===== src/logic/adcrc_pkg.sv =====
// constants, register map and state codes of the converter control block
// Functional notes
// - internal clock, sync not inverted: sync high
// - internal clock, sync inverted: sync low
// - frame sync only with internal serial clock
// - parallel mode: shared pins carry bits 10, 11
// - data bits 12 to 15 outputs in both modes while the bus is enabled
// - slave read unfinished at conversion end: overrun
// - busy high from start until result latched
// - output bus enabled only with select and read, except sync and overrun pins, always driven in serial mode
// - select gates the external serial clock
// - reset input aborts conversion and readout, restarts acquisition
// - power down finishes conversion, then blocks more
// - start high at acquisition end: await fall
// - start low at acquisition end: convert now
// - external clock edge choice set by invert
// - serial result shifted out most significant first
package adcrc_pkg;
    // clock and timing
    localparam int CLK_PERIOD_NS   = 40;     // 25 MHz system clock
    localparam int ACQ_TIME_NS     = 1000;   // acquisition phase, least time
    localparam int CONV_TIME_NS    = 8000;   // conversion time, least time
    localparam int SCLK_HALF_NS    = 160;    // half period of generated serial clock
    localparam logic [7:0] ACQ_CYCLES =
        8'((ACQ_TIME_NS + CLK_PERIOD_NS - 1) / CLK_PERIOD_NS);
    localparam logic [7:0] CONV_CYCLES =
        8'((CONV_TIME_NS + CLK_PERIOD_NS - 1) / CLK_PERIOD_NS);
    localparam logic [2:0] SCLK_HALF_CYCLES =
        3'((SCLK_HALF_NS + CLK_PERIOD_NS - 1) / CLK_PERIOD_NS);
    localparam logic [7:0] ACQ_LAST       = ACQ_CYCLES - 8'h01;
    localparam logic [7:0] CONV_LAST      = CONV_CYCLES - 8'h01;
    localparam logic [2:0] SCLK_HALF_LAST = SCLK_HALF_CYCLES - 3'h1;
    localparam logic [1:0] OVR_PULSE_CYCLES = 2'h2;  // overrun pulse width
    localparam logic [3:0] LAST_BIT       = 4'hf;    // sixteenth serial bit
    // register byte offsets
    localparam logic [7:0] OFS_CTRL     = 8'h00;
    localparam logic [7:0] OFS_STATUS   = 8'h04;
    localparam logic [7:0] OFS_RESULT   = 8'h08;
    localparam logic [7:0] OFS_INT_STAT = 8'h0c;
    localparam logic [7:0] OFS_INT_MASK = 8'h10;
    // control field positions
    localparam int CTRL_SERIAL_PARALLEL_SELECT   = 0;       // serial_parallel_select
    localparam int CTRL_CLK_SRC   = 1;       // clock_source_select, 1 = external
    localparam int CTRL_SYNC_INV  = 2;       // frame_sync_invert
    localparam int CTRL_SCLK_INV  = 3;       // serial_clock_invert
    localparam logic [3:0] CTRL_RESET = 4'h0;
    // interrupt field positions
    localparam int INT_CONV_DONE = 0;
    localparam int INT_OVERRUN   = 1;
    localparam logic [1:0] INT_RESET = 2'h0;
    // pin positions on the shared data bus
    localparam int PIN_SDATA = 8;
    localparam int PIN_SCLK  = 9;
    localparam int PIN_SYNC  = 10;
    localparam int PIN_OVR   = 11;
    // conversion sequencer states
    typedef enum logic [3:0] {
        ST_ACQ  = 4'b0001,
        ST_WAIT = 4'b0010,
        ST_CONV = 4'b0100,
        ST_PD   = 4'b1000
    } adcrc_state_t;
endpackage


===== src/logic/adcrc_top.sv =====
// conversion sequencer, readout pins and apb register slave of the converter
//
// The APB interface to the registers and the register offsets were left to the implementer.
`timescale 1ns/100ps
module adcrc_top (
    input  wire logic        clk_i,               // 25 MHz system clock
    input  wire logic        rst_b_i,             // synchronous reset, active low
    input  wire logic        ce_i,                // clock enable, freezes state when low
    input  wire logic        psel_i,
    input  wire logic        penable_i,
    input  wire logic        pwrite_i,
    input  wire logic [7:0]  paddr_i,
    input  wire logic [31:0] pwdata_i,
    output logic      [31:0] prdata_o,
    output logic             pready_o,
    output logic             pslverr_o,
    output logic             irq_o,               // level, unmasked status set
    input  wire logic        conversion_start_n_i,
    input  wire logic        chip_select_n_i,
    input  wire logic        read_n_i,
    input  wire logic        device_reset_i,      // pin reset, active high
    input  wire logic        power_down_i,
    input  wire logic        sclk_i,              // external serial clock pin
    input  wire logic [15:0] sample_i,            // result word from the analog core
    output logic             busy_o,
    output logic      [15:0] data_o,              // shared data and serial pins
    output logic      [15:0] data_oe_o            // high while the pin is driven
);
    // synchroniser stages: cnv, cs, rd, reset, pd, sclk
    logic [5:0] meta_r;                           // first stage, read by sync_r only
    logic [5:0] sync_r;                           // second stage
    logic       cnv_prev_r;                       // start strobe one cycle ago
    logic       sclk_prev_r;                      // serial clock one cycle ago
    logic cnv_s, cs_s, rd_s, dres_s, pd_s, sclk_s;
    assign {sclk_s, pd_s, dres_s, rd_s, cs_s, cnv_s} = sync_r;

    // sequencer and serial state
    adcrc_pkg::adcrc_state_t st_r, st_nxt;
    logic [7:0]  cnt_r, cnt_nxt;                  // phase timer
    logic [15:0] result_r, result_nxt;            // latched result
    logic [15:0] shift_r, shift_nxt;              // output shift register
    logic [3:0]  bit_r, bit_nxt;                  // bits already shifted
    logic        avail_r, avail_nxt;              // unread result present
    logic        rdact_r, rdact_nxt;              // read sequence running
    logic        sclk_r, sclk_nxt;                // generated serial clock
    logic [2:0]  div_r, div_nxt;                  // serial clock divider
    logic [1:0]  ovr_r, ovr_nxt;                  // overrun pulse timer
    logic        busy_nxt;
    logic [15:0] pin_nxt, oe_nxt;
    logic        conv_done, ovr_evt, en, upd_edge, cnv_fall;

    // register file state
    logic [3:0]  ctrl_r, ctrl_nxt;
    logic [1:0]  ist_r, ist_nxt;
    logic [1:0]  imask_r, imask_nxt;
    logic        pready_nxt, pslverr_nxt, irq_nxt;
    logic [31:0] prdata_nxt;
    logic        ser, ext, sinv, cinv;
    assign ser  = ctrl_r[adcrc_pkg::CTRL_SERIAL_PARALLEL_SELECT];
    assign ext  = ctrl_r[adcrc_pkg::CTRL_CLK_SRC];
    assign sinv = ctrl_r[adcrc_pkg::CTRL_SYNC_INV];
    assign cinv = ctrl_r[adcrc_pkg::CTRL_SCLK_INV];

    // pins come from outside the clock domain, so two stages each
    always_ff @(posedge clk_i) begin
        if (!rst_b_i) begin
            meta_r      <= 6'h07;   // idle levels: strobes high, reset, pd, clock low
            sync_r      <= 6'h07;   // matching idle, so no false edge or reset follows
            cnv_prev_r  <= 1'b1;
            sclk_prev_r <= 1'b0;
        end else if (ce_i) begin
            meta_r      <= {sclk_i, power_down_i, device_reset_i, read_n_i,
                            chip_select_n_i, conversion_start_n_i};
            sync_r      <= meta_r;
            cnv_prev_r  <= cnv_s;
            sclk_prev_r <= sclk_s;
        end
    end

    // next state of sequencer, serial port and pins
    always_comb begin
        st_nxt     = st_r;
        cnt_nxt    = cnt_r;
        result_nxt = result_r;
        shift_nxt  = shift_r;
        bit_nxt    = bit_r;
        avail_nxt  = avail_r;
        rdact_nxt  = rdact_r;
        sclk_nxt   = sclk_r;
        div_nxt    = div_r;
        ovr_nxt    = (ovr_r != 2'h0) ? ovr_r - 2'h1 : 2'h0;
        conv_done  = 1'b0;
        ovr_evt    = 1'b0;
        en         = ~cs_s & ~rd_s;
        cnv_fall   = cnv_prev_r & ~cnv_s;
        // edge that updates data; swaps with the invert bit
        upd_edge   = cinv ? (sclk_prev_r & ~sclk_s)
                          : (~sclk_prev_r & sclk_s);
        case (st_r)
            adcrc_pkg::ST_ACQ: begin
                cnt_nxt = cnt_r + 8'h01;
                if (cnt_r == adcrc_pkg::ACQ_LAST) begin
                    cnt_nxt = 8'h00;
                    if (pd_s)
                        st_nxt = adcrc_pkg::ST_PD;
                    else if (!cnv_s)
                        st_nxt = adcrc_pkg::ST_CONV;
                    else
                        st_nxt = adcrc_pkg::ST_WAIT;
                end
            end
            adcrc_pkg::ST_WAIT: begin
                // only a fresh falling edge starts, for low jitter
                if (pd_s)
                    st_nxt = adcrc_pkg::ST_PD;
                else if (cnv_fall)
                    st_nxt = adcrc_pkg::ST_CONV;
            end
            adcrc_pkg::ST_CONV: begin
                // power down is ignored here: the running conversion ends
                cnt_nxt = cnt_r + 8'h01;
                if (cnt_r == adcrc_pkg::CONV_LAST) begin
                    cnt_nxt   = 8'h00;
                    conv_done = 1'b1;
                    st_nxt    = adcrc_pkg::ST_ACQ;
                end
            end
            adcrc_pkg::ST_PD: begin
                // no conversion may start while power down stands
                if (!pd_s)
                    st_nxt = adcrc_pkg::ST_ACQ;
            end
            default: begin
                st_nxt  = adcrc_pkg::ST_ACQ;
                cnt_nxt = 8'h00;
            end
        endcase
        // serial shifting
        if (ser && !ext) begin
            // internal clock: generate the clock while selected and read
            if (!rdact_r) begin
                if (en && avail_r) begin
                    rdact_nxt = 1'b1;
                    div_nxt   = 3'h0;
                    sclk_nxt  = 1'b0;
                end
            end else if (!en) begin
                rdact_nxt = 1'b0;
                sclk_nxt  = 1'b0;
            end else if (div_r == adcrc_pkg::SCLK_HALF_LAST) begin
                div_nxt  = 3'h0;
                sclk_nxt = ~sclk_r;
                if (sclk_r) begin
                    // falling edge moves to the next bit
                    shift_nxt = {shift_r[14:0], 1'b0};
                    bit_nxt   = bit_r + 4'h1;
                    if (bit_r == adcrc_pkg::LAST_BIT) begin
                        rdact_nxt = 1'b0;
                        avail_nxt = 1'b0;
                    end
                end
            end else begin
                div_nxt = div_r + 3'h1;
            end
        end else if (ser && ext) begin
            // external clock counts only while select is low
            if (!cs_s && upd_edge && avail_r) begin
                shift_nxt = {shift_r[14:0], 1'b0};
                bit_nxt   = bit_r + 4'h1;
                rdact_nxt = 1'b1;
                if (bit_r == adcrc_pkg::LAST_BIT) begin
                    rdact_nxt = 1'b0;
                    avail_nxt = 1'b0;
                end
            end
        end
        // a new result replaces whatever was being read
        if (conv_done) begin
            if (ser && ext && rdact_r) begin
                ovr_evt = 1'b1;
                ovr_nxt = adcrc_pkg::OVR_PULSE_CYCLES;
            end
            result_nxt = sample_i;
            shift_nxt  = sample_i;
            bit_nxt    = 4'h0;
            avail_nxt  = 1'b1;
            rdact_nxt  = 1'b0;
            sclk_nxt   = 1'b0;
        end
        // pin reset aborts everything in flight
        if (dres_s) begin
            st_nxt    = adcrc_pkg::ST_ACQ;
            cnt_nxt   = 8'h00;
            conv_done = 1'b0;
            ovr_evt   = 1'b0;
            ovr_nxt   = 2'h0;
            bit_nxt   = 4'h0;
            avail_nxt = 1'b0;
            rdact_nxt = 1'b0;
            sclk_nxt  = 1'b0;
        end
        busy_nxt = (st_nxt == adcrc_pkg::ST_CONV);
        // pins: parallel word by default, bus gated by select and read except the serial sync and overrun pins
        pin_nxt = result_r;
        oe_nxt  = en ? 16'hffff : 16'h0000;
        if (ser) begin
            oe_nxt[7:0]                  = 8'h00;
            pin_nxt[adcrc_pkg::PIN_SDATA] = shift_r[15];
            pin_nxt[adcrc_pkg::PIN_SCLK]  = sclk_r;
            oe_nxt[adcrc_pkg::PIN_SCLK]   = en & ~ext;
            // sync exists only with the internal clock
            pin_nxt[adcrc_pkg::PIN_SYNC]  = ~ext & (rdact_r ^ sinv);
            pin_nxt[adcrc_pkg::PIN_OVR]   = ext & (ovr_r != 2'h0);
            oe_nxt[adcrc_pkg::PIN_SYNC]   = 1'b1;
            oe_nxt[adcrc_pkg::PIN_OVR]    = 1'b1;
        end
    end

    // sequencer, serial and pin registers
    always_ff @(posedge clk_i) begin
        if (!rst_b_i) begin
            st_r      <= adcrc_pkg::ST_ACQ;
            cnt_r     <= 8'h00;
            result_r  <= 16'h0000;
            shift_r   <= 16'h0000;
            bit_r     <= 4'h0;
            avail_r   <= 1'b0;
            rdact_r   <= 1'b0;
            sclk_r    <= 1'b0;
            div_r     <= 3'h0;
            ovr_r     <= 2'h0;
            busy_o    <= 1'b0;
            data_o    <= 16'h0000;
            data_oe_o <= 16'h0000;
        end else if (ce_i) begin
            st_r      <= st_nxt;
            cnt_r     <= cnt_nxt;
            result_r  <= result_nxt;
            shift_r   <= shift_nxt;
            bit_r     <= bit_nxt;
            avail_r   <= avail_nxt;
            rdact_r   <= rdact_nxt;
            sclk_r    <= sclk_nxt;
            div_r     <= div_nxt;
            ovr_r     <= ovr_nxt;
            busy_o    <= busy_nxt;
            data_o    <= pin_nxt;
            data_oe_o <= oe_nxt;
        end
    end

    // apb slave: one wait state, writes land on the completing edge
    always_comb begin
        ctrl_nxt    = ctrl_r;
        imask_nxt   = imask_r;
        prdata_nxt  = 32'h0000_0000;
        pslverr_nxt = 1'b0;
        pready_nxt  = psel_i & penable_i & ~pready_o;
        ist_nxt     = ist_r;
        if (pready_nxt) begin
            case (paddr_i)
                adcrc_pkg::OFS_CTRL:     prdata_nxt = {28'h0, ctrl_r};
                adcrc_pkg::OFS_STATUS:   prdata_nxt = {28'h0, rdact_r, avail_r,
                                             st_r == adcrc_pkg::ST_PD, busy_o};
                adcrc_pkg::OFS_RESULT:   prdata_nxt = {16'h0, result_r};
                adcrc_pkg::OFS_INT_STAT: prdata_nxt = {30'h0, ist_r};
                adcrc_pkg::OFS_INT_MASK: prdata_nxt = {30'h0, imask_r};
                default:                 pslverr_nxt = 1'b1;   // unmapped
            endcase
        end
        if (psel_i && penable_i && pready_o && pwrite_i) begin
            case (paddr_i)
                adcrc_pkg::OFS_CTRL:     ctrl_nxt  = pwdata_i[3:0];
                adcrc_pkg::OFS_INT_STAT: ist_nxt   = ist_r & ~pwdata_i[1:0];
                adcrc_pkg::OFS_INT_MASK: imask_nxt = pwdata_i[1:0];
                default:                 ctrl_nxt  = ctrl_r;
            endcase
        end
        // set after clear so a same-cycle event is never lost
        ist_nxt = ist_nxt | {ovr_evt, conv_done};
        irq_nxt = |(ist_nxt & imask_nxt);
    end

    // register file flops
    always_ff @(posedge clk_i) begin
        if (!rst_b_i) begin
            ctrl_r    <= adcrc_pkg::CTRL_RESET;
            ist_r     <= adcrc_pkg::INT_RESET;
            imask_r   <= adcrc_pkg::INT_RESET;
            prdata_o  <= 32'h0000_0000;
            pready_o  <= 1'b0;
            pslverr_o <= 1'b0;
            irq_o     <= 1'b0;
        end else if (ce_i) begin
            ctrl_r    <= ctrl_nxt;
            ist_r     <= ist_nxt;
            imask_r   <= imask_nxt;
            prdata_o  <= prdata_nxt;
            pready_o  <= pready_nxt;
            pslverr_o <= pslverr_nxt;
            irq_o     <= irq_nxt;
        end
    end
endmodule


===== config.mk =====
export PLATFORM = sky130hd
export DESIGN_NAME = adcrc_top
export DESIGN_NICKNAME = d
export VERILOG_FILES = /design/src/logic/adcrc_pkg.sv /design/src/logic/adcrc_top.sv
export SDC_FILE = /design/constraint.sdc
export NUM_CORES = 1
export LEC_CHECK = 0
export BUFFER_PORTS_ARGS = -buffer_cell sky130_fd_sc_hd__buf_2
export CORE_UTILIZATION = 53
export CTS_CLUSTER_DIAMETER = 100
export CTS_CLUSTER_SIZE = 30
export DETAILED_ROUTE_END_ITERATION = 8
export GPL_TIMING_DRIVEN = 0
export PLACE_DENSITY = 0.85
export SLEW_MARGIN = 20
export SYNTH_ARGS = -nofsm -noshare
export SYNTH_HDL_FRONTEND = slang
export SYNTH_SLANG_ARGS = --single-unit

===== constraint.sdc =====
create_clock -name clk_i -period 2.4 [get_ports clk_i]
set_input_delay 0.12 -clock clk_i [delete_from_list [all_inputs] [get_ports clk_i]]
set_output_delay 0.12 -clock clk_i [all_outputs]
set_load 0.005 [all_outputs]

==> results.json <==
{
  "worstMarginPinSlew_ps": 994.8,
  "port-buffer-count": 90,
  "drc": 0,
  "hp-start": "rst_b_i",
  "first_pass_iters": 5,
  "worstReg2RegEnd": "shift_r[15]",
  "finalSetupViolations": 0,
  "hpwlAfterDp_um": 11140,
  "ys_seq_area_share_pct": 42.77,
  "core_area_um2": 9955,
  "use_met3_pct": 7.018,
  "area_growth_pct": 29.36,
  "netlist.area_leader.share_pct": 42.77,
  "grt_pass1_wl_um": 26210,
  "clk_pin_slew_ps": 60,
  "final_cells": 931,
  "powerDensity_nw_per_um2": 659.2,
  "grt_busiest_layer": "met2",
  "tritoncts": "done",
  "yosysTopAreaCell": "dfxtp_1",
  "ant_nets": 0,
  "fin_skew_ps": 11.28,
  "cp.required_ps": 2840,
  "dieArea_um2": 10830,
  "ys_top_cells_by_area": "dfxtp_1 (43%), mux2i_1 (9.4%), nor2_1 (5.2%)",
  "hold_end": "sclk_r",
  "die_h_um": 104.1,
  "arrival_ps": 2820,
  "finalSetupTns_ps": 0,
  "finalCriticalPeriod_ps": 2385,
  "period_share_pct": 99.36,
  "cts_buffers": 17,
  "synthFlopType": "dfxtp_1",
  "groute.usage.overall_pct": 30.84,
  "critical_path_class": "reg -> reg",
  "slew-limit-headroom_pct": 32.95,
  "p_leak_nw": 2.998,
  "antenna_found_initial": 2,
  "clk_path_buf_depth": 2,
  "cts.sinks": 118,
  "vias": 5398,
  "endpoint_kind": "flop",
  "final_util_pct": 71.77,
  "place_ws_ps": -97.80,
  "use_met2_pct": 50.76,
  "vias_per_cell": 5.798,
  "max_freq_mhz": 419.3,
  "overflow": 0,
  "grt_use_met1_pct": 36.87,
  "synth_edf_count": 0,
  "start_kind": "flop",
  "nets": 855,
  "reg2reg_from": "st_r[1]",
  "critPathMaxFanout": 6,
  "r2r_cells": 8,
  "drtIter0Drc": 571,
  "io_pins": 136,
  "gp_congestion": 0.9034,
  "multi_input_area_um2": 2800,
  "yosys_warnings": 0,
  "rows": 36,
  "async_flop_share_pct": 0,
  "cap_violations": 0,
  "grt_max_degree": 17,
  "grt_pass1_vias": 5198,
  "worst_slack_ps": 15.31,
  "ir_worst_vdd_mv": 0.4036,
  "ys_types": 66,
  "hold_path_depth": 3,
  "htree_num_levels": 4,
  "syn_area_per_cell_um2": 8.822,
  "r2r_setup_slack_ps": 20,
  "syn_area_um2": 5523,
  "wl_um": 16690,
  "drive_gt1_share_pct": 25.50,
  "status": "completed",
  "wl_per_cell_um": 17.93,
  "clkLatencyLatePin_ps": 530,
  "initial_utilization_pct": 55.48,
  "syn_inst": 626,
  "maxSlewViolCount": 0,
  "seq_area_um2": 2369,
  "hold_viol_final": 0,
  "nFillCells": 719,
  "placed_cells": 864,
  "hp-class": "in -> reg",
  "die_x_um": 104.1,
  "ys_seq_elements": 118,
  "cts_root_buf": "clkbuf_8"
}
==> sequential cells by signal, summed over array words and instances, names as in the netlist, 2 cells and up <==
signal and cells:
sync_r 6, ist_r 2, data_o 16, prdata_o 16
st_r 4, meta_r 6, ctrl_r 4, shift_r 16
div_r 3, bit_r 4, data_oe_o 4, result_r 16
cnt_r 8, imask_r 2, ovr_r 2
==> cell type report <==
| cell class | count | share of cell area (%) |
|---|---|---|
| clock buffer | 19 | 6.182 |
| timing repair buffer | 124 | 11.05 |
| antenna | 2 | 0.07005 |
| sequential | 118 | 33.15 |
| buffer | 67 | 5.762 |
| multi-input combinational | 444 | 39.19 |
| inverter | 11 | 0.5779 |
| tap | 133 | 2.329 |
| clock inverter | 13 | 1.681 |
==> logic make-up after synthesis <==
kind of cell	synth area share (%)
AO/OA/AOI/OAI	17.47
multiplexers	10.04
flip-flops	42.77
adder cells (fa/ha/maj)	0.9062
buffers and inverters	8.065
XOR/XNOR	1.269
AND/OR/NAND/NOR	19.42
other	0.06790
==> report_power, final <==
group	total (mW)	internal (mW)	switching [mW]
Combinational	0.305	0.128	0.177
Clock	2.40	1.44	0.964
Sequential	2.00	1.98	0.0214
Total	4.71	3.55	1.16
==> critical path, cell delays in order, from the launching register on <==
cell and delay [ps]:
dfxtp_4 360, or4b_4 540, buf_6 150, or3_4 370, buf_6 140, a31oi_4 300
buf_6 180, nor2_1 60, a211oi_2 200
==> cells in the mapped netlist, drive strengths merged (2+ instances only) <==
cell type	number
nand4b	3
nand3	14
nand4	7
nand2	75
a31oi	5
and3	3
xnor2	7
nor3	10
and2	2
o311ai	2
nor2b	8
nand2b	6
nor2	83
a311oi	2
or4	4
a22oi	15
a211oi	22
dfxtp	118
and3b	2
o41ai	2
clkbuf	27
nor4	5
mux2i	52
o21ai	21
o2bb2ai	4
a21oi	37
or3	4
ha	4
nor3b	2
o211ai	2
inv	11
buf	41
a21o	4
==> what timing repair did <==
| action | in CTS | in global routing |
|---|---|---|
| hold buffers | 27 | 0 |
| endpoints found under the hold margin | 35 | 0 |
| pin swaps | 0 | 11 |
| gates resized for setup | 2 | 18 |
| gates cloned | 0 | 1 |
| setup buffers | 0 | 6 |
| endpoints found under the setup margin | 17 | 44 |
==> layout by cell type (no fill, tap or decap), drive strengths merged, types with 3 or more instances in the layout <==
cell type      n
buf          138
dfxtp        118
nor2          83
nand2         75
mux2i         52
clkbuf        45
a21oi         37
dlygate4sd3   27
a211oi        22
o21ai         21
conb          16
a22oi         15
inv           15
nand3         14
nor3          10
nor2b          8
nand4          7
xnor2          7
nand2b         6
nor4           5
a31oi          5
clkinv         5
or4            4
o2bb2ai        4
a21o           4
ha             4
or3            4
nand4b         3
and3           3
clkinvlp       3
==> through the flow <==
| step | hold slack, ps | power (mW) | instance area (um^2) |
|---|---|---|---|
| final | 27.67 | 4.709 | 7144 |
| after global routing | 11.07 | 4.841 | 7144 |
| after CTS | 1.624 | 4.697 | 7036 |
| after detailed placement | 345.9 | 2.305 | 6196 |
| after global placement | 336.4 | 2.296 | 6196 |
| after floorplan | 248.4 | 2.200 | 5579 |
==> per-layer routing <==
layer  part of all wire, %  wire length [um]  up-vias
met3                   7.9              1315       63
met5                     0                 0        -
met2                    48              8058      307
met4                   4.2               695        0
met1                    40              6622     2545
li1                      -                 -     2483
==> how the worst max path moves through the flow <==
stage / start / to / depth (start not counted)
2_1_floorplan: st_r[3] / shift_r[10] / 9
3_3_place_gp: paddr_i[0] / prdata_o[13] / 7
3_5_place_dp: paddr_i[0] / prdata_o[12] / 7
4_1_cts: st_r[3] / shift_r[11] / 9
5_1_grt: st_r[1] / shift_r[15] / 8
6_report: st_r[1] / shift_r[15] / 8
No activity file was read; power rests on OpenSTA's default activity.
